<file path="src/pkg/fmp_pkg.sv">
package fmp_pkg;
  localparam int AW = 16;
  localparam logic [11:0] OFS_SEGCTL   = 12'h000;
  localparam logic [11:0] OFS_SEGB1    = 12'h004;
  localparam logic [11:0] OFS_SEGB2    = 12'h008;
  localparam logic [11:0] OFS_SEGRIGHT = 12'h00c;
  localparam logic [11:0] OFS_ENCCTL   = 12'h010;
  localparam logic [11:0] OFS_ENCLO    = 12'h014;
  localparam logic [11:0] OFS_ENCHI    = 12'h018;
  localparam logic [11:0] OFS_SYSTEM_CONFIG_REG0  = 12'h01c;
  localparam logic [11:0] OFS_WRREGION = 12'h020;
  localparam logic [11:0] OFS_STATUS   = 12'h024;
  localparam logic [11:0] OFS_MASK     = 12'h028;
  // segment rights: bit 0 read, 1 write, 2 execute, 3 violation reset select
  localparam int RT_R = 0;
  localparam int RT_W = 1;
  localparam int RT_X = 2;
  localparam int RT_VS = 3;
  localparam logic [11:0] RST_RIGHTS = 12'h777;
  // status bits
  localparam int ST_SEG = 0;
  localparam int ST_ENC = 1;
  localparam int ST_WLK = 2;
  localparam int ST_INFO = 3;
  localparam logic [3:0] RST_MASK = 4'h0;
  // system_config_reg0: bit 0 main lock, bit 1 info lock
  localparam int SC_MAIN = 0;
  localparam int SC_INFO = 1;
  localparam int REGION_SHIFT = 10;
  localparam logic [31:0] READ_NEUTRAL = 32'h0000_0000;
  // control word: bit 0 guard enable, bit 1 info read permit
  localparam int CTL_EN = 0;
  localparam int CTL_INFO_RD = 1;
  // writable region word: low and high kB index, then enable
  localparam int RG_LO = 0;
  localparam int RG_HI = 6;
  localparam int RG_EN = 12;
  localparam int RG_W = 6;
  // remaining reset values, all of them unprotected
  localparam logic RST_INFO_RD = 1'b1;
  localparam logic [AW-1:0] RST_BORDER = '0;
  localparam logic [AW-1:0] RST_ENC_BORDER = '0;
  localparam logic [1:0] RST_SYSCFG = 2'h0;
  localparam logic [3:0] RST_STATUS = 4'h0;

  typedef enum logic [1:0] {MST_CPU, MST_DMA, MST_DBG} fmp_master_t;

  typedef struct packed {
    logic              valid;
    fmp_master_t       master;
    logic              write;
    logic              fetch;
    logic              info;
    logic [AW-1:0]     addr;
    logic [AW-1:0]     pc;
  } fmp_req_t;

  typedef struct packed {
    logic grant;
    logic deny;
  } fmp_resp_t;
endpackage

</file>
<file path="src/rtl/fmp_protect.sv">
// Design decisions made here: the address map and the APB register port.
`timescale 1ns/1ns
`default_nettype none
module fmp_protect
  import fmp_pkg::*;
#(
  parameter int FRAM_AW = AW
) (
  // system
  input  wire logic        mclk,
  input  wire logic        rst_n,
  // apb slave
  input  wire logic        psel,
  input  wire logic        penable,
  input  wire logic        pwrite,
  input  wire logic [11:0] paddr,
  input  wire logic [31:0] pwdata,
  output logic [31:0]      prdata,
  output logic             pready,
  output logic             pslverr,
  // memory access check
  input  wire fmp_req_t    req,
  input  wire logic [31:0] memRdata,
  output fmp_resp_t        resp,
  output logic [31:0]      chkRdata,
  // system events
  output logic             pucReq,
  output logic             irq
);
  // the check port and the region index are sized from the package width,
  // so any other width is refused while the design is built
  if (FRAM_AW != AW || AW - REGION_SHIFT != RG_W) begin : g_bad_width
    $error("FRAM_AW must equal package AW");
  end

  logic [11:0]   rights_q;
  logic          infoRd_q;
  logic [AW-1:0] b1_q;
  logic [AW-1:0] b2_q;
  logic          segEn_q;
  logic          encEn_q;
  logic [AW-1:0] encLo_q;
  logic [AW-1:0] encHi_q;
  logic [1:0]    sysCfg_q;
  logic          regionEn_q;
  logic [5:0]    regionLo_q;
  logic [5:0]    regionHi_q;
  logic [3:0]    status_q;
  logic [3:0]    mask_q;
  logic [3:0]    status_d;

  // apb decode
  wire apbWr = psel & penable & pwrite;
  wire apbRd = psel & penable & ~pwrite;
  wire hitCtl    = paddr == OFS_SEGCTL;
  wire hitB1     = paddr == OFS_SEGB1;
  wire hitB2     = paddr == OFS_SEGB2;
  wire hitRight  = paddr == OFS_SEGRIGHT;
  wire hitEncCtl = paddr == OFS_ENCCTL;
  wire hitEncLo  = paddr == OFS_ENCLO;
  wire hitEncHi  = paddr == OFS_ENCHI;
  wire hitSys    = paddr == OFS_SYSTEM_CONFIG_REG0;
  wire hitRegion = paddr == OFS_WRREGION;
  wire hitStat   = paddr == OFS_STATUS;
  wire hitMask   = paddr == OFS_MASK;
  wire hitAny = hitCtl | hitB1 | hitB2 | hitRight | hitEncCtl | hitEncLo | hitEncHi
              | hitSys | hitRegion | hitStat | hitMask;

  // write strobes: a write lands on the access edge, when pready is high
  // and the master samples it
  wire wrCtl    = apbWr & hitCtl;
  wire wrB1     = apbWr & hitB1;
  wire wrB2     = apbWr & hitB2;
  wire wrRight  = apbWr & hitRight;
  wire wrEncCtl = apbWr & hitEncCtl;
  wire wrEncLo  = apbWr & hitEncLo;
  wire wrEncHi  = apbWr & hitEncHi;
  wire wrSys    = apbWr & hitSys;
  wire wrRegion = apbWr & hitRegion;
  wire wrMask   = apbWr & hitMask;
  wire rdStat   = apbRd & hitStat;
  // the setup edge registers the answer, so the access cycle has no wait state
  wire setup    = psel & ~penable;

  // segment select: 1 below b1, 2 from b1 up to b2, 3 from b2 to the end
  function automatic logic [1:0] segOf(input logic [AW-1:0] a, input logic [AW-1:0] lo,
                                       input logic [AW-1:0] hi);
    if (a < lo) return 2'd0;
    else if (a < hi) return 2'd1;
    else return 2'd2;
  endfunction

  wire [1:0] seg = segOf(req.addr, b1_q, b2_q);
  wire [3:0] segRt = rights_q[seg*4 +: 4];
  wire segBad = segEn_q & ~req.info & (req.fetch ? ~segRt[RT_X]
              : req.write ? ~segRt[RT_W] : ~segRt[RT_R]);
  wire infoBad = segEn_q & req.info & ~req.write & ~infoRd_q;

  // half-open range test shared by target and instruction address
  function automatic logic inRange(input logic [AW-1:0] a, input logic [AW-1:0] lo,
                                   input logic [AW-1:0] hi);
    return (a >= lo) & (a < hi);
  endfunction

  // enclave: inside test on target and on the fetching instruction
  wire inEnc = inRange(req.addr, encLo_q, encHi_q);
  wire pcInEnc = inRange(req.pc, encLo_q, encHi_q);
  wire encBad = encEn_q & ~req.info & inEnc
              & ((req.master != MST_CPU) | ~pcInEnc);

  // write lock: a main-array region with 1k granularity stays writable when enabled, the info lock ignores it;
  // region bounds are kB indices, the upper one exclusive
  wire [5:0] kb = req.addr[AW-1:REGION_SHIFT];
  wire inRegion = regionEn_q & (kb >= regionLo_q) & (kb < regionHi_q);
  wire mainLocked = sysCfg_q[SC_MAIN] & ~inRegion;
  wire infoLocked = sysCfg_q[SC_INFO];
  // fetches never program the array, so the lock ignores them
  wire wlkBad = req.write & ~req.fetch & (req.info ? infoLocked : mainLocked);

  wire denyAny = req.valid & (segBad | infoBad | encBad | wlkBad);
  wire segVs = segBad & segRt[RT_VS];

  always_comb begin
    status_d = status_q;
    if (rdStat) status_d = 4'h0;
    if (req.valid & segBad) status_d[ST_SEG] = 1'b1;
    if (req.valid & encBad) status_d[ST_ENC] = 1'b1;
    if (req.valid & wlkBad) status_d[ST_WLK] = 1'b1;
    if (req.valid & infoBad) status_d[ST_INFO] = 1'b1;
  end

  // read words; status shows its next value, so an event that lands on the
  // setup edge is reported before the access edge clears it
  wire [31:0] ctlWord    = {30'h0, infoRd_q, segEn_q};
  wire [31:0] b1Word     = {16'h0, b1_q};
  wire [31:0] b2Word     = {16'h0, b2_q};
  wire [31:0] rightWord  = {20'h0, rights_q};
  wire [31:0] encCtlWord = {31'h0, encEn_q};
  wire [31:0] encLoWord  = {16'h0, encLo_q};
  wire [31:0] encHiWord  = {16'h0, encHi_q};
  wire [31:0] sysWord    = {30'h0, sysCfg_q};
  wire [31:0] regionWord = {19'h0, regionEn_q, regionHi_q, regionLo_q};
  wire [31:0] statWord   = {28'h0, status_d};
  wire [31:0] maskWord   = {28'h0, mask_q};

  wire [31:0] rdMux =
      hitCtl    ? ctlWord :
      hitB1     ? b1Word :
      hitB2     ? b2Word :
      hitRight  ? rightWord :
      hitEncCtl ? encCtlWord :
      hitEncLo  ? encLoWord :
      hitEncHi  ? encHiWord :
      hitSys    ? sysWord :
      hitRegion ? regionWord :
      hitStat   ? statWord :
      hitMask   ? maskWord : 32'h0;

  // next values of the outputs; every output leaves through a flip-flop,
  // so all answers come one edge after what they answer
  wire        pready_d   = setup;
  wire        pslverr_d  = setup & ~hitAny;
  wire [31:0] prdata_d   = (setup & ~pwrite) ? rdMux : 32'h0;
  wire        grant_d    = req.valid & ~denyAny;
  wire [31:0] chkRdata_d = grant_d ? memRdata : READ_NEUTRAL;
  wire        pucReq_d   = req.valid & segVs;
  wire        irq_d      = |(status_d & mask_q);

  // guard enable and info read permit; reset leaves the guard open
  always_ff @(posedge mclk or negedge rst_n) begin
    if (!rst_n) begin
      segEn_q  <= 1'b0;
      infoRd_q <= RST_INFO_RD;
    end else if (wrCtl) begin
      segEn_q  <= pwdata[CTL_EN];
      infoRd_q <= pwdata[CTL_INFO_RD];
    end
  end

  // segment borders: segment 1 ends where segment 2 begins
  always_ff @(posedge mclk or negedge rst_n) begin
    if (!rst_n) begin
      b1_q <= RST_BORDER;
    end else if (wrB1) begin
      b1_q <= pwdata[AW-1:0];
    end
  end

  // segment 2 ends where segment 3 begins
  always_ff @(posedge mclk or negedge rst_n) begin
    if (!rst_n) begin
      b2_q <= RST_BORDER;
    end else if (wrB2) begin
      b2_q <= pwdata[AW-1:0];
    end
  end

  // rights of all three segments
  always_ff @(posedge mclk or negedge rst_n) begin
    if (!rst_n) begin
      rights_q <= RST_RIGHTS;
    end else if (wrRight) begin
      rights_q <= pwdata[11:0];
    end
  end

  // enclave enable
  always_ff @(posedge mclk or negedge rst_n) begin
    if (!rst_n) begin
      encEn_q <= 1'b0;
    end else if (wrEncCtl) begin
      encEn_q <= pwdata[0];
    end
  end

  // enclave borders, the upper one exclusive
  always_ff @(posedge mclk or negedge rst_n) begin
    if (!rst_n) begin
      encLo_q <= RST_ENC_BORDER;
    end else if (wrEncLo) begin
      encLo_q <= pwdata[AW-1:0];
    end
  end

  always_ff @(posedge mclk or negedge rst_n) begin
    if (!rst_n) begin
      encHi_q <= RST_ENC_BORDER;
    end else if (wrEncHi) begin
      encHi_q <= pwdata[AW-1:0];
    end
  end

  // lock bits of system config register 0
  always_ff @(posedge mclk or negedge rst_n) begin
    if (!rst_n) begin
      sysCfg_q <= RST_SYSCFG;
    end else if (wrSys) begin
      sysCfg_q <= pwdata[1:0];
    end
  end

  // writable window in 1k steps
  always_ff @(posedge mclk or negedge rst_n) begin
    if (!rst_n) begin
      regionEn_q <= 1'b0;
      regionLo_q <= '0;
      regionHi_q <= '0;
    end else if (wrRegion) begin
      regionLo_q <= pwdata[RG_LO +: RG_W];
      regionHi_q <= pwdata[RG_HI +: RG_W];
      regionEn_q <= pwdata[RG_EN];
    end
  end

  // interrupt mask
  always_ff @(posedge mclk or negedge rst_n) begin
    if (!rst_n) begin
      mask_q <= RST_MASK;
    end else if (wrMask) begin
      mask_q <= pwdata[3:0];
    end
  end

  // sticky violation flags
  always_ff @(posedge mclk or negedge rst_n) begin
    if (!rst_n) begin
      status_q <= RST_STATUS;
    end else begin
      status_q <= status_d;
    end
  end

  // apb answer
  always_ff @(posedge mclk or negedge rst_n) begin
    if (!rst_n) begin
      prdata  <= 32'h0;
      pready  <= 1'b0;
      pslverr <= 1'b0;
    end else begin
      prdata  <= prdata_d;
      pready  <= pready_d;
      pslverr <= pslverr_d;
    end
  end

  // check port answer
  always_ff @(posedge mclk or negedge rst_n) begin
    if (!rst_n) begin
      resp     <= '0;
      chkRdata <= 32'h0;
    end else begin
      resp.grant <= grant_d;
      resp.deny  <= denyAny;
      chkRdata   <= chkRdata_d;
    end
  end

  // system events
  always_ff @(posedge mclk or negedge rst_n) begin
    if (!rst_n) begin
      pucReq <= 1'b0;
      irq    <= 1'b0;
    end else begin
      pucReq <= pucReq_d;
      irq    <= irq_d;
    end
  end
endmodule
`default_nettype wire

</file>
<file path="config.mk">
export PLATFORM = sky130hd
export DESIGN_NAME = fmp_protect
export DESIGN_NICKNAME = d
export VERILOG_FILES = /design/src/pkg/fmp_pkg.sv /design/src/rtl/fmp_protect.sv
export SDC_FILE = /design/constraint.sdc
export NUM_CORES = 1
export LEC_CHECK = 0
export ABC_CLOCK_PERIOD_IN_PS = 4100
export BUFFER_PORTS_ARGS = -buffer_cell sky130_fd_sc_hd__buf_2
export CAP_MARGIN = 20
export CORE_MARGIN = 2
export CORE_UTILIZATION = 30
export CTS_BUF_LIST = sky130_fd_sc_hd__clkbuf_8
export CTS_CLUSTER_DIAMETER = 30
export DETAILED_ROUTE_END_ITERATION = 10
export PLACE_DENSITY = 0.58
export SLEW_MARGIN = 20
export SYNTH_ARGS = -nofsm -noshare
export SYNTH_HDL_FRONTEND = slang
export SYNTH_SLANG_ARGS = --single-unit
export TNS_END_PERCENT = 20
</file>
<file path="constraint.sdc">
create_clock -name mclk -period 4.1 [get_ports mclk]
set_clock_uncertainty 0.1 [all_clocks]
set_input_delay 0.41 -clock mclk [delete_from_list [all_inputs] [get_ports mclk]]
set_output_delay 0.41 -clock mclk [all_outputs]
set_load 0.01 [all_outputs]
</file>
# ---- Word-level counts from Yosys, hierarchy flattened
# Index checks and enable logic that the tools add are counted.
dict set report word_totals {
  inputBits 119
  regBits 156
  out_inout_bits 70
}
dict set report op_classes {
  order_cmp 8
  reduce_logical 3
  n_shift 1
  bitwise_logic 68
  eq_ne 10
  muxes 23
}
# op count
set op_table {}
lappend op_table {{16-bit 2-to-1 mux} 8}
lappend op_table {{16-bit less-than comparator} 4}
lappend op_table {{12-bit by 5-bit equality test with 1-bit output, second input constant} 4}
lappend op_table {{1-bit bitwise AND} 40}
lappend op_table {{12-bit by 6-bit equality test with 1-bit output, second input constant} 3}
lappend op_table {{16-bit greater-or-equal comparator} 2}
lappend op_table {{32-bit 2-to-1 mux} 1}
lappend op_table {{13-bit 2-to-1 mux} 2}
lappend op_table {{12-bit by 4-bit equality test with 1-bit output, second input constant} 2}
lappend op_table {{1-bit OR} 14}
lappend op_table {{1-bit inverter} 13}
lappend op_table {{12-bit by 3-bit equality test with 1-bit output, second input constant} 1}
lappend op_table {{12-bit zero test} 1}
lappend op_table {{4-bit 2-to-1 mux} 3}
lappend op_table {{12-bit by 5-bit indexed part select with 4-bit output} 1}
lappend op_table {{1-bit 2-to-1 mux} 7}
lappend op_table {{6-bit greater-or-equal comparator} 1}
lappend op_table {{6-bit less-than comparator} 1}
lappend op_table {{4-bit bitwise AND} 1}
lappend op_table {{2-bit 2-to-1 mux} 2}
lappend op_table {{4-bit OR reduction} 1}
lappend op_table {{2-bit nonzero test} 1}

# ---- Depth between registers and ports, before layout
# Gate-level depths: netlist of run 1.
dict set report logic_depth {
  ltp_word 21
  mapped_depth 12
  depth_no_buf 11
}

# ---- Least setup slack after synthesis of run 1
# Ideal clock, no wire load.
dict set report synth_path {
  path_kind {input-to-reg}
  start {input port req[25] in the netlist's numbering}
  end {register chkRdata[23]}
  n_path_buf 1
  t_arrival_ps 2614
  path_slack_ps 1319
  cell_stages 11
  path_cell_list {ha_1 a211oi_1 o21ai_0 a21oi_1 o221ai_4 mux2i_1 a211oi_2 o32ai_2 nor4_4 buf_6 and3_1}
}
dict set report synth_via {
  elab_chain_len 15
}
# item line_no
set synth_rtl {}
lappend synth_rtl {{from (decl)} fmp_protect.sv:22} ;# input wire fmp_req_t req,
lappend synth_rtl {{16-bit less-than comparator} fmp_protect.sv:89} ;# else if (a < hi) return 2'd1;
lappend synth_rtl {{2-bit 2-to-1 mux} fmp_protect.sv:89}
lappend synth_rtl {{2-bit 2-to-1 mux} fmp_protect.sv:88} ;# if (a < lo) return 2'd0;
lappend synth_rtl {{12-bit by 5-bit indexed part select with 4-bit output} fmp_protect.sv:94} ;# wire [3:0] segRt = rights_q[seg*4 +: 4];
lappend synth_rtl {{1-bit inverter} fmp_protect.sv:96} ;# : req.write ? ~segRt[RT_W] : ~segRt[RT_R]);
lappend synth_rtl {{1-bit 2-to-1 mux} fmp_protect.sv:96}
lappend synth_rtl {{1-bit 2-to-1 mux} fmp_protect.sv:95} ;# wire segBad = segEn_q & ~req.info & (req.fetch ? ~segRt[RT_X]
lappend synth_rtl {{1-bit bitwise AND} fmp_protect.sv:95}
lappend synth_rtl {{1-bit OR} fmp_protect.sv:120} ;# wire denyAny = req.valid & (segBad | infoBad | encBad | wlkBad);
lappend synth_rtl {{1-bit OR (*) (2 in series)} fmp_protect.sv:120}
lappend synth_rtl {{1-bit bitwise AND (*)} fmp_protect.sv:120}
lappend synth_rtl {{1-bit inverter (*)} fmp_protect.sv:164} ;# wire grant_d = req.valid & ~denyAny;
lappend synth_rtl {{1-bit bitwise AND (*)} fmp_protect.sv:164}
lappend synth_rtl {{32-bit 2-to-1 mux (*)} fmp_protect.sv:165} ;# wire [31:0] chkRdata_d = grant_d ? memRdata : READ_NEUTRAL;
lappend synth_rtl {{via chkRdata_d[23]} fmp_protect.sv:165}
lappend synth_rtl {{to (signal assigned)} fmp_protect.sv:294} ;# chkRdata <= chkRdata_d;
lappend synth_rtl {{to (decl)} fmp_protect.sv:25} ;# output logic [31:0] chkRdata,
# Mark *: on every way through the listed nets, which the timed path passes. The rest lies on a longest branch.
# A chain may end at the register's enable or synchronous reset.

# ---- Worst setup path in the final report of run 1
dict set report layout_path {
  start {register b2_q[9]}
  end {register chkRdata[31]}
}
dict set report layout_via {
  elab_chain_len 15
}
# item line_no
set layout_rtl {}
lappend layout_rtl {{from (decl)} fmp_protect.sv:39} ;# logic [AW-1:0] b2_q;
lappend layout_rtl {{from (signal assigned)} fmp_protect.sv:194} ;# b2_q <= pwdata[AW-1:0];
lappend layout_rtl {{16-bit less-than comparator (*)} fmp_protect.sv:89}
lappend layout_rtl {{2-bit 2-to-1 mux (*)} fmp_protect.sv:89}
lappend layout_rtl {{2-bit 2-to-1 mux (*)} fmp_protect.sv:88}
lappend layout_rtl {{12-bit by 5-bit indexed part select with 4-bit output (*)} fmp_protect.sv:94}
lappend layout_rtl {{1-bit inverter} fmp_protect.sv:96}
lappend layout_rtl {{1-bit 2-to-1 mux} fmp_protect.sv:96}
lappend layout_rtl {{1-bit 2-to-1 mux (*)} fmp_protect.sv:95}
lappend layout_rtl {{1-bit bitwise AND (*)} fmp_protect.sv:95}
lappend layout_rtl {{1-bit OR (*) (3 in series)} fmp_protect.sv:120}
lappend layout_rtl {{1-bit bitwise AND (*)} fmp_protect.sv:120}
lappend layout_rtl {{1-bit inverter (*)} fmp_protect.sv:164}
lappend layout_rtl {{1-bit bitwise AND (*)} fmp_protect.sv:164}
lappend layout_rtl {{32-bit 2-to-1 mux (*)} fmp_protect.sv:165}
lappend layout_rtl {{via chkRdata_d[31]} fmp_protect.sv:165}
# Marks and branches as above.

==> key figures, run 1 <==
Worst setup path
  • CP Max Fanout: 15
  • Required time worst endpoint: between 4000 and 5000 ps
  • Critical register-to-register path startpoint: b2_q[9]
  • Reg2Reg Depth: 13
  • Slowest cell on crit path: nor4_4
  • R2R Path End: chkRdata[31]
  • Worst setup path category: register to register
  • CP arrival: about 3800 ps
  • R2R setup slack: just over 600 ps
  • Critical path, cell by cell: inv_1, ha_1, a211oi_1, o21ai_0, a21oi_1, o221ai_4, mux2i_1, a211oi_2, o32ai_2, nor4_4, buf_4, buf_6, and3_2
  • CP startpoint kind: register
  • Kind of end point of the critical path: register
  • Max incr delay on CP: 490 ps

CTS
  • Worst-skew pair later-pin latency: ~460 ps
  • Clock tree from TritonCTS: yes
  • Sink Count: about 160
  • Setup Fix Bufs, Post-CTS: 0
  • Clk Tree Root Cell: clkbuf_8
  • Bufs on Longest Clock Path: 2
  • Clock slew seen by the registers of the worst setup and hold paths: roughly 90 ps
  • CTS buffer count: 17
  • Clock H-tree levels: 4

Power
  • Clk pwr share: a little under two fifths
  • Sequential share of power: 52.1%
  • Total leakage power: 5.42 nW
  • Sw Ratio: between 20% and 30%
  • Design Power: approximately 0.0030 W
  • Comb pwr share: about a tenth
  • Power per cell area: 283 nW/um^2
  • Int Pwr: 0.00221 W
  • Peak supply drop: 0.000186 V
  • Net switching power: roughly 0.0008 W

Finish
  • N_diodes: 0
  • Nets: 1263
  • Share of cells above drive strength 1: between 20% and 30%
  • Area grow syn2layout: 17.5%

Yosys
  • Synth Flop Type: dfrtp_1
  • Synthesized cell area: 9020 sq um
  • Compound-Gate Fraction of Synth Area: approximately 16%
  • Post-synth top cells: dfrtp_1, ha_1, inv_1
  • Asr flop ratio synth: between 90% and 100%
  • Yosys cell types: 70
  • Synth warn: 0
  • Yosys top cell area share: 40.5%
  • Synth Area in Simple Gates: roughly an eighth
  • Mean Syn Cell Area: between 10 and 15 sq um
  • Synth Area in XOR/XNOR: 0%
  • Leading post-synthesis cells by cell area: dfrtp_1, ha_1, mux2_2
  • Seq/Total Area, Yosys: a little over two fifths
  • Post-Synth Adder-Cell Area: 14.3%
  • Post-synth EDFFs: 0
  • Most frequent cell after synthesis: dfrtp_1
  • Synth area leader: dfrtp_1
  • #FFs+latches synth: 156
  • Main combinational cell family by area after synthesis: compound AO/OA/AOI/OAI gates
  • Mux contribution to synthesized area: under 10%
  • Cells after Synth: roughly 890

Floorplan
  • Starting Density: a little under a third
  • IO Pins: 189
  • Die X-Extent: about 180 um
  • Die ar.: roughly 31000 sq um
  • Core ar.: 29600 sq um
  • Die H: 177 um
  • Rows: 63

Timing
  • F_max: roughly 290 MHz
  • Fin. Hold Viols: 0
  • Setup repair after global routing missed its margin: false
  • Period utilization: 85.1%
  • Tmin final: about 3500 ps
  • Hold WS: 90.8 ps
  • Relative slew slack: a little over a third
  • Setup TNS: 0 ps
  • Max-slew violation count: 0
  • Worst Tran Pin Value: ~960 ps
  • Final setup fails: 0

Detailed routing
  • DRT Pass-1 Iters: 5
  • DRT Wirelength: around 26 mm
  • DRT iter0 DRCs: approximately 480
  • Residual DRC: 0
  • Final ANT Viol Nets: 0
  • Number of vias per cell: 5.02
  • Via count: 7242
  • Drt wl/cell: 18.3 um

Worst hold path
  • Hold/Removal Path Class: input port to register
  • HP Start: memRdata[6]
  • Worst hold path stage count: 2
  • Hold Path End: chkRdata[6]

Global route
  • GRT Residual Overflow: 0
  • Vias in the first global route: between 7000 and 8000
  • First-pass GRT wire length: between 40 and 50 mm
  • Antenna violations before repair: 0
  • Total track usage: between 10% and 20%
  • Largest net degree at the start of global routing: 90

Place
  • PortBufs: between 150 and 200
  • Routability congestion estimate: 0.849
  • DP Wirelength: 20.4 mm

Status
  • Status: finished, final reports clean

Flow run
  • Max Cap Viol: 0
[how the worst max path moves through the flow]
stage	startpoint	endpoint	slack, ps	cells after the start
2_1_floorplan	req[25]	chkRdata[23]	1320	11
3_3_place_gp	req[25]	chkRdata[0]	200	11
3_5_place_dp	req[25]	chkRdata[31]	500	13
4_1_cts	b2_q[9]	chkRdata[2]	660	13
5_1_grt	b1_q[7]	chkRdata[2]	350	13
6_report	b2_q[9]	chkRdata[31]	610	13
[through the flow]
step | cells | instance area (sq um) | setup slack (ps) | util, %
6_report | 1444 | 10600 | 611 | 35.8
3_3_place_gp | 1409 | 10200 | 203 | 34.4
3_5_place_dp | 1411 | 10200 | 505 | 34.4
4_1_cts | 1444 | 10600 | 665 | 35.8
2_1_floorplan | 900 | 9070 | 1320 | -
5_1_grt | 1444 | 10600 | 354 | 35.8
[power groups by stage]
stage	logic (W)	registers, W	clock network, W
global placement	0.000286	0.00159	0
finish	0.000288	0.00156	0.00115
CTS	0.000292	0.00156	0.00118
detailed placement	0.000290	0.00159	0
global route	0.000327	0.00156	0.00125
floorplan	0.000124	0.00160	0
[per-layer routing]
layer	wire (um)	global-route usage [%]	vias up	part of all wire, %
met5	0	0	-	0
met4	316	4.17	0	1.2
met3	1600	2.87	18	6.1
met2	11700	27.5	250	44
met1	12800	24.0	3505	48
li1	-	-	3469	-
[critical path, delay by kind of cell (launching register included)]
| kind | cells | cell delay, ps |
|---|---|---|
| AND/OR/NAND/NOR | 2 | 670 |
| flip-flops | 1 | 390 |
| adder cells (fa/ha/maj) | 1 | 280 |
| AO/OA/AOI/OAI | 6 | 1320 |
| multiplexers | 1 | 180 |
| buffers and inverters | 3 | 480 |
[registers in the layout, summed over array words and instances, names as in the netlist]
register,count
regionLo_q,6
status_q,4
pready,1
b2_q,16
mask_q,4
sysCfg_q,2
rights_q,12
chkRdata,32
pucReq,1
b1_q,16
resp,2
encLo_q,16
segEn_q,1
regionEn_q,1
irq,1
encEn_q,1
prdata,16
pslverr,1
infoRd_q,1
regionHi_q,6
encHi_q,16
[area by class of cell]
| type | count | area (sq um) |
|---|---|---|
| fillers | 3028 | 19000 |
| multi-input cells | 612 | 4580 |
| flip-flops and latches | 156 | 3920 |
| repair buffers | 170 | 911 |
| well taps | 390 | 488 |
| inverters | 84 | 315 |
| clock buffers | 17 | 234 |
| clock inverters | 15 | 150 |
[what timing repair did]
item,4_1_cts,5_1_grt
hold buffers,1,0
resized for setup,0,0
hold endpoints to repair,88,0
[logic make-up (layout without fill, tap and decap cells)]
logic type	after synthesis	in the layout
other	1	16
AND/OR/NAND/NOR	207	207
flip-flops	156	156
adder cells (fa/ha/maj)	103	103
buffers and inverters	132	286
AO/OA/AOI/OAI	225	225
multiplexers	61	61
[layout by cell type, fill, tap and decap left out, types with 3 or more instances in the layout]
cell type | Yosys | final
inv_1 | 84 | 87
buf_4 | 16 | 11
a22oi_1 | 32 | 32
buf_2 | 4 | 155
and3_1 | 30 | 30
conb_1 | 1 | 16
ha_1 | 103 | 103
nand3_1 | 6 | 6
nand2b_1 | 8 | 8
clkinv_4 | 0 | 5
dfrtp_1 | 146 | 146
nor2_1 | 28 | 28
dfstp_2 | 10 | 10
a21o_1 | 22 | 22
mux2_2 | 54 | 54
nor4_1 | 4 | 4
a211oi_1 | 9 | 9
or2_2 | 4 | 4
nand4_1 | 11 | 11
nand2_1 | 73 | 73
mux2i_1 | 7 | 7
nor2b_1 | 7 | 7
clkbuf_8 | 0 | 17
nor3b_1 | 3 | 3
o211ai_1 | 4 | 4
a21oi_1 | 49 | 49
a222oi_1 | 3 | 3
and3_2 | 4 | 4
o21ai_0 | 64 | 64
a221oi_1 | 5 | 5
a31oi_1 | 10 | 10
nor3_1 | 8 | 6
Power figures use the tool's default switching activity.
==> run 2, diff against run 1 <==
--- a/config.mk
+++ b/config.mk
@@ -5,7 +5,7 @@
 export SDC_FILE = /design/constraint.sdc
 export NUM_CORES = 1
 export LEC_CHECK = 0
-export ABC_CLOCK_PERIOD_IN_PS = 4100
+export ABC_CLOCK_PERIOD_IN_PS = 3300
 export BUFFER_PORTS_ARGS = -buffer_cell sky130_fd_sc_hd__buf_2
 export CAP_MARGIN = 20
 export CORE_MARGIN = 2
@@ -13,6 +13,7 @@
 export CTS_BUF_LIST = sky130_fd_sc_hd__clkbuf_8
 export CTS_CLUSTER_DIAMETER = 30
 export DETAILED_ROUTE_END_ITERATION = 10
+export GPL_TIMING_DRIVEN = 0
 export PLACE_DENSITY = 0.58
 export SLEW_MARGIN = 20
 export SYNTH_ARGS = -nofsm -noshare
==> constraint.sdc (replaced) <==
create_clock -name mclk -period 3.3 [get_ports mclk]
set_clock_uncertainty 0.1 [all_clocks]
set_input_delay 0.33 -clock mclk [delete_from_list [all_inputs] [get_ports mclk]]
set_output_delay 0.33 -clock mclk [all_outputs]
set_load 0.01 [all_outputs]
==> key figures, run 2 (synthesis gave the netlist of run 1 again) <==
Status
  • Status: finished, final reports clean

Power
  • Peak supply drop: 0.000241 V (+29%)
  • Clk pwr share: 38.8% (+0.6 points)
  • Sequential share of power: 50.8% (-1.3 points)
  • Net switching power: 0.00101 W (+27%)
  • Total leakage power: 5.57 nW (+2.7%)
  • Sw Ratio: 26.3% (-0.038 points)
  • Power per cell area: 348 nW/um^2 (+23%)
  • Comb pwr share: 10.4% (+0.8 points)
  • Int Pwr: 0.00281 W (+28%)

Timing
  • Tmin final: 3150 ps (-334 ps)
  • Worst Tran Pin Value: 895 ps (-63.2 ps)
  • Max-slew violation count: 0 (unchanged)
  • Period utilization: 95.6% (+10 points)
  • Relative slew slack: 40.1% (+4.2 points)
  • Final setup fails: 0 (unchanged)
  • F_max: 317 MHz (+11%)
  • Fin. Hold Viols: 0 (unchanged)

Detailed routing
  • DRT Wirelength: 27.6 mm (+4.6%)
  • Residual DRC: 0 (unchanged)
  • Drt wl/cell: 18.5 um (+1.3%)
  • DRT iter0 DRCs: 569 (+20%)
  • DRT Pass-1 Iters: 6 (+1)
  • Final ANT Viol Nets: 0 (unchanged)
  • Number of vias per cell: 5.03 (+0.36%)
  • Via count: 7510 (+3.7%)

Worst setup path
  • CP startpoint kind: register
  • CP Max Fanout: 10 (-5)
  • CP arrival: 3440 ps (-340 ps)
  • Kind of end point of the critical path: register
  • Required time worst endpoint: 3580 ps (-810 ps)
  • Worst setup path category: register to register

Finish
  • Largest reg by FF count: chkRdata
  • Area of the multi-input gates: 4630 sq um (+0.96%)
  • Final cell count without fillers: 1492 (+3.3%)
  • Final Util: 37.1% (+1.3 points)
  • Max FFs per register: 32 (unchanged)
  • Share of cells above drive strength 1: 27.1% (+0.28 points)
  • Commonest non-fill, non-tap cells in the layout: buf_2, dfrtp_1, ha_1
  • Most common cell after layout, fill and taps aside: buf_2
  • Seq. cell area: 3920 sq um (unchanged)
  • N_diodes: 0 (unchanged)
  • Fill count: 3064 (+1.2%)
  • Nets: 1311 (+3.8%)
  • Area grow syn2layout: 21.8%

Place
  • Dpl cells: 1443 (+2.3%)
  • Routability congestion estimate: 0.892 (+5.1%)
  • PortBufs: 152 (-2.6%)
  • DP Wirelength: 21.8 mm (+6.8%)

Global route
  • Total track usage: 17.8% (+0.61 points)
  • Antenna violations before repair: 0 (unchanged)
  • Vias in the first global route: 7625 (+4.5%)
  • GRT Residual Overflow: 0 (unchanged)
  • Largest net degree at the start of global routing: 95 (+5.6%)
  • First-pass GRT wire length: 42.6 mm (+3.6%)

Floorplan
  • Rows: 63 (unchanged)
  • Die X-Extent: 177 um (unchanged)
  • IO Pins: 189 (unchanged)
  • Starting Density: 30.4% (unchanged)
  • Die H: 177 um (unchanged)
  • Die ar.: 31500 sq um (unchanged)
  • Core ar.: 29600 sq um (unchanged)

CTS
  • Clock tree from TritonCTS: yes
  • Clk Tree Root Cell: clkbuf_8
  • Clock slew seen by the registers of the worst setup and hold paths: 90 ps (about the same)
  • Sink Count: 156 (unchanged)
  • Worst-skew pair later-pin latency: 450 ps (about the same)
  • Clock H-tree levels: 4 (unchanged)
  • Bufs on Longest Clock Path: 2 (unchanged)
  • CTS buffer count: 17 (unchanged)

Worst hold path
  • Hold/Removal Path Class: input port to register

Flow run
  • Max Cap Viol: 0 (unchanged)
==> run 2: final timing paths <==
| path | start | end | slack [ps] | cells past startpoint |
|---|---|---|---|---|
| max | b1_q[1] | chkRdata[10] | 150 | 11 |
| min | memRdata[15] | chkRdata[15] | 30 | 2 |
| max reg2reg | b1_q[1] | chkRdata[10] | 150 | 11 |
| min reg2reg | b1_q[2] | b1_q[2] | 410 | 1 |
| max in group asynchronous | rst_n | rights_q[4] | 1940 | 3 |
| min in group asynchronous | rst_n | pready | 300 | 2 |
==> run 2: power by group through the flow <==
stage	logic (W)	clock network, W	registers, W
finish	0.000398	0.00148	0.00194
global route	0.000448	0.00159	0.00194
CTS	0.000396	0.00152	0.00194
detailed placement	0.000381	0	0.00198
global placement	0.000369	0	0.00198
floorplan	0.000154	0	0.00199
==> run 2: final cells by class <==
cell class | count | share of cell area (%)
tap | 390 | 4.44
buffer | 48 | 2.45
clock buffer | 19 | 2.38
multi-input combinational | 612 | 42.1
inverter | 84 | 2.87
clock inverter | 13 | 1.30
sequential | 156 | 35.6
timing repair buffer | 170 | 8.78
==> run 2: critical path, stage by stage (launching register included) <==
cell      delay (ps)
dfrtp_1          400
inv_1             90
ha_1             270
a2111o_1         370
a21oi_1          360
o221ai_4         220
a211oi_2         340
o32ai_4          160
nor4_4           300
buf_6            170
buf_6            120
and3_1           180
==> run 2: timing repair <==
item | CTS | global route
cloned | 0 | 0
setup endpoints to repair | 36 | 35
setup buffers | 0 | 3
pin swaps | 0 | 4
hold buffers | 14 | 0
gates resized for setup | 1 | 9
endpoints found under the hold margin | 74 | 0
==> run 2: through the flow <==
step | hold slack, ps | setup WS [ps] | TNS (ps) | power [W] | cell area (sq um)
after CTS | 0.0974 | 27.8 | 0 | 0.00385 | 10900
after detailed placement | 208 | -383 | -11600 | 0.00236 | 10400
after global placement | 391 | -681 | -106240 | 0.00235 | 10300
final | 27.7 | 145 | 0 | 0.00382 | 11000
after global routing | 5.59 | -8.18 | -10.3 | 0.00398 | 11000
after floorplan | -65.6 | 567 | 0 | 0.00215 | 9070
==> run 2: metal layers <==
layer  vias up  GRT usage [%]  share of wire, %
met3        25           2.68               6.6
met4         0           4.75               1.2
li1       3560              -                 -
met1      3641           24.3                46
met2       284           29.2                46
met5         -              0                 0
==> run 3, diff against run 2 <==
--- a/config.mk
+++ b/config.mk
@@ -10,7 +10,6 @@
 export CAP_MARGIN = 20
 export CORE_MARGIN = 2
 export CORE_UTILIZATION = 30
-export CTS_BUF_LIST = sky130_fd_sc_hd__clkbuf_8
 export CTS_CLUSTER_DIAMETER = 30
 export DETAILED_ROUTE_END_ITERATION = 10
 export GPL_TIMING_DRIVEN = 0
==> constraint.sdc (replaced) <==
create_clock -name mclk -period 3.3 [get_ports mclk]
set_clock_uncertainty 0.1 [all_clocks]
set_input_delay 0.33 -clock mclk [delete_from_list [all_inputs] [get_ports mclk]]
set_output_delay 0.33 -clock mclk [all_outputs]
set_load 0.1 [all_outputs]
==> key figures, run 3 (synthesis gave the netlist of run 1 again) <==
Worst setup path
  • CP arrival: 3410 ps (-30 ps)
  • Kind of end point of the critical path: register
  • R2R setup slack: 140 ps (about the same)
  • Critical register-to-register path startpoint: b1_q[1]
  • CP startpoint kind: register
  • Required time worst endpoint: 3550 ps (-30 ps)
  • Worst setup path category: register to register
  • Reg2Reg Depth: 11 (unchanged)
  • R2R Path End: chkRdata[10]
  • CP Max Fanout: 10 (unchanged)

Floorplan
  • Starting Density: 30.4% (unchanged)
  • Die H: 177 um (unchanged)
  • IO Pins: 189 (unchanged)
  • Die X-Extent: 177 um (unchanged)
  • Die ar.: 31500 sq um (unchanged)
  • Rows: 63 (unchanged)
  • Core ar.: 29600 sq um (unchanged)

Timing
  • Relative slew slack: 41.6% (+1.4 points)
  • Final setup fails: 0 (unchanged)
  • F_max: 316 MHz (-0.30%)
  • Max-slew violation count: 0 (unchanged)
  • Worst Tran Pin Value: 873 ps (-21.7 ps)
  • Hold WS: 48.8 ps (+21.2 ps)
  • Final WS setup: 136 ps (-9.42 ps)
  • Tmin final: 3160 ps (+9.42 ps)
  • Period utilization: 95.9% (+0.29 points)
  • Fin. Hold Viols: 0 (unchanged)

CTS
  • Worst-skew pair later-pin latency: 420 ps (-30 ps)
  • Clock tree from TritonCTS: yes
  • Sink Count: 156 (unchanged)
  • Clock slew seen by the registers of the worst setup and hold paths: 60 ps (-30 ps)
  • Bufs on Longest Clock Path: 2 (unchanged)
  • CTS buffer count: 17 (unchanged)
  • Clock H-tree levels: 4 (unchanged)
  • Clk Tree Root Cell: clkbuf_16

Detailed routing
  • DRT Wirelength: 27.5 mm (-0.53%)
  • Number of vias per cell: 5.06 (+0.48%)
  • DRT iter0 DRCs: 492 (-14%)
  • DRT Pass-1 Iters: 7 (+1)
  • Via count: 7480 (-0.40%)
  • Final ANT Viol Nets: 0 (unchanged)
  • Residual DRC: 0 (unchanged)
  • Drt wl/cell: 18.6 um (+0.35%)

Global route
  • Total track usage: 17.7% (-0.032 points)
  • First-pass GRT wire length: 42.4 mm (-0.42%)
  • Antenna violations before repair: 0 (unchanged)
  • Vias in the first global route: 7531 (-1.2%)
  • Largest net degree at the start of global routing: 95 (unchanged)
  • GRT Residual Overflow: 0 (unchanged)

Finish
  • Largest reg by FF count: chkRdata
  • Share of cells above drive strength 1: 27.5% (+0.32 points)
  • Post-route cell area: 11000 sq um (+0.56%)
  • Area grow syn2layout: 22.5%
  • Fill count: 3061 (-0.098%)
  • Commonest non-fill, non-tap cells in the layout: buf_2, dfrtp_1, ha_1
  • N_diodes: 0 (unchanged)
  • Seq. cell area: 3920 sq um (unchanged)
  • Max FFs per register: 32 (unchanged)
  • Most common cell after layout, fill and taps aside: buf_2
  • Final cell count without fillers: 1479 (-0.87%)
  • Nets: 1298 (-0.99%)
  • Area of the multi-input gates: 4630 sq um (unchanged)

Power
  • Sequential share of power: 42.8% (-8.0 points)
  • Clk pwr share: 43.7% (+4.9 points)
  • Total leakage power: 5.60 nW (+0.52%)
  • Peak supply drop: 0.000323 V (+34%)
  • Net switching power: 0.00129 W (+29%)
  • Comb pwr share: 13.5% (+3.1 points)
  • Design Power: 0.00455 W (+19%)
  • Int Pwr: 0.00325 W (+16%)
  • Sw Ratio: 28.5% (+2.1 points)
  • Power per cell area: 412 nW/um^2 (+18%)

Place
  • Area after DPL: 10400 sq um (unchanged)
  • DP Wirelength: 21.8 mm (unchanged)
  • Pre-CTS WS: -383 ps (unchanged)
  • Routability congestion estimate: 0.892 (unchanged)
  • Dpl cells: 1443 (unchanged)
  • PortBufs: 152 (unchanged)

Worst hold path
  • Hold/Removal Path Class: input port to register
  • Worst hold path stage count: 2 (unchanged)
  • HP Start: memRdata[18]
  • Hold Path End: chkRdata[18]

Status
  • Status: finished, final reports clean

Flow run
  • Max Cap Viol: 0 (unchanged)
run 3: changes by cell type in the layout (fill, tap and decap cells not counted), sizes merged:
| cell | previous run | this run |
|---|---|---|
| dlygate4sd3 | 14 | 1 |
| inv | 86 | 85 |
| clkbuf | 42 | 43 |
run 3: cell type report:
class / count / area share, %
clock inverters: 12 / 1.26
plain buffers: 48 / 2.44
clock buffers: 20 / 4.13
well taps: 390 / 4.42
inverters: 84 / 2.85
repair buffers: 157 / 7.55
multi-input cells: 612 / 41.9
flip-flops and latches: 156 / 35.5
run 3: worst max-delay path: stages, from the launching register on:
cell and delay (ps):
dfrtp_1 390, inv_1 90, ha_1 270, a2111o_1 370, a21oi_1 360, o221ai_4 220
a211oi_2 340, o32ai_4 160, nor4_4 310, buf_6 170, buf_6 120, and3_1 190
run 3: layer usage:
metal | wire, um | GRT usage [%] | vias to the layer above
li1 | - | - | 3545
met1 | 13000 | 24.4 | 3635
met3 | 1610 | 2.70 | 30
met5 | 0 | 0 | -
met4 | 352 | 4.75 | 0
met2 | 12500 | 28.9 | 270
run 3: timing repair:
item | CTS | global route
gates resized for setup | 1 | 8
pin swaps | 0 | 4
buffers inserted | 0 | 3
hold endpoints to repair | 61 | 0
endpoints found under the setup margin | 36 | 35
hold buffers | 1 | 0
run 3: per-stage QoR:
stage / util (%) / setup TNS, ps
2_1_floorplan: - / 0
3_3_place_gp: 34.8 / -106240
3_5_place_dp: 35.0 / -11600
4_1_cts: 37.0 / 0
5_1_grt: 37.3 / -5.35
6_report: 37.3 / 0
run 3: power groups by stage:
stage | logic, W | registers (W) | clock network [W]
after floorplan | 0.000225 | 0.00214 | 0
after global placement | 0.000597 | 0.00198 | 0
after detailed placement | 0.000609 | 0.00198 | 0
after CTS | 0.000612 | 0.00194 | 0.00202
after global routing | 0.000662 | 0.00194 | 0.00210
final | 0.000614 | 0.00194 | 0.00199
run 3: worst max-delay path by stage:
stage | slack [ps] | end | start | cells past startpoint
5_1_grt | -4 | chkRdata[13] | b2_q[9] | 13
3_3_place_gp | -680 | encHi_q[9] | rst_n | 1
4_1_cts | 30 | chkRdata[10] | b2_q[9] | 12
6_report | 140 | chkRdata[10] | b1_q[1] | 11
3_5_place_dp | -380 | chkRdata[10] | req[25] | 11
2_1_floorplan | 570 | chkRdata[23] | b2_q[9] | 12
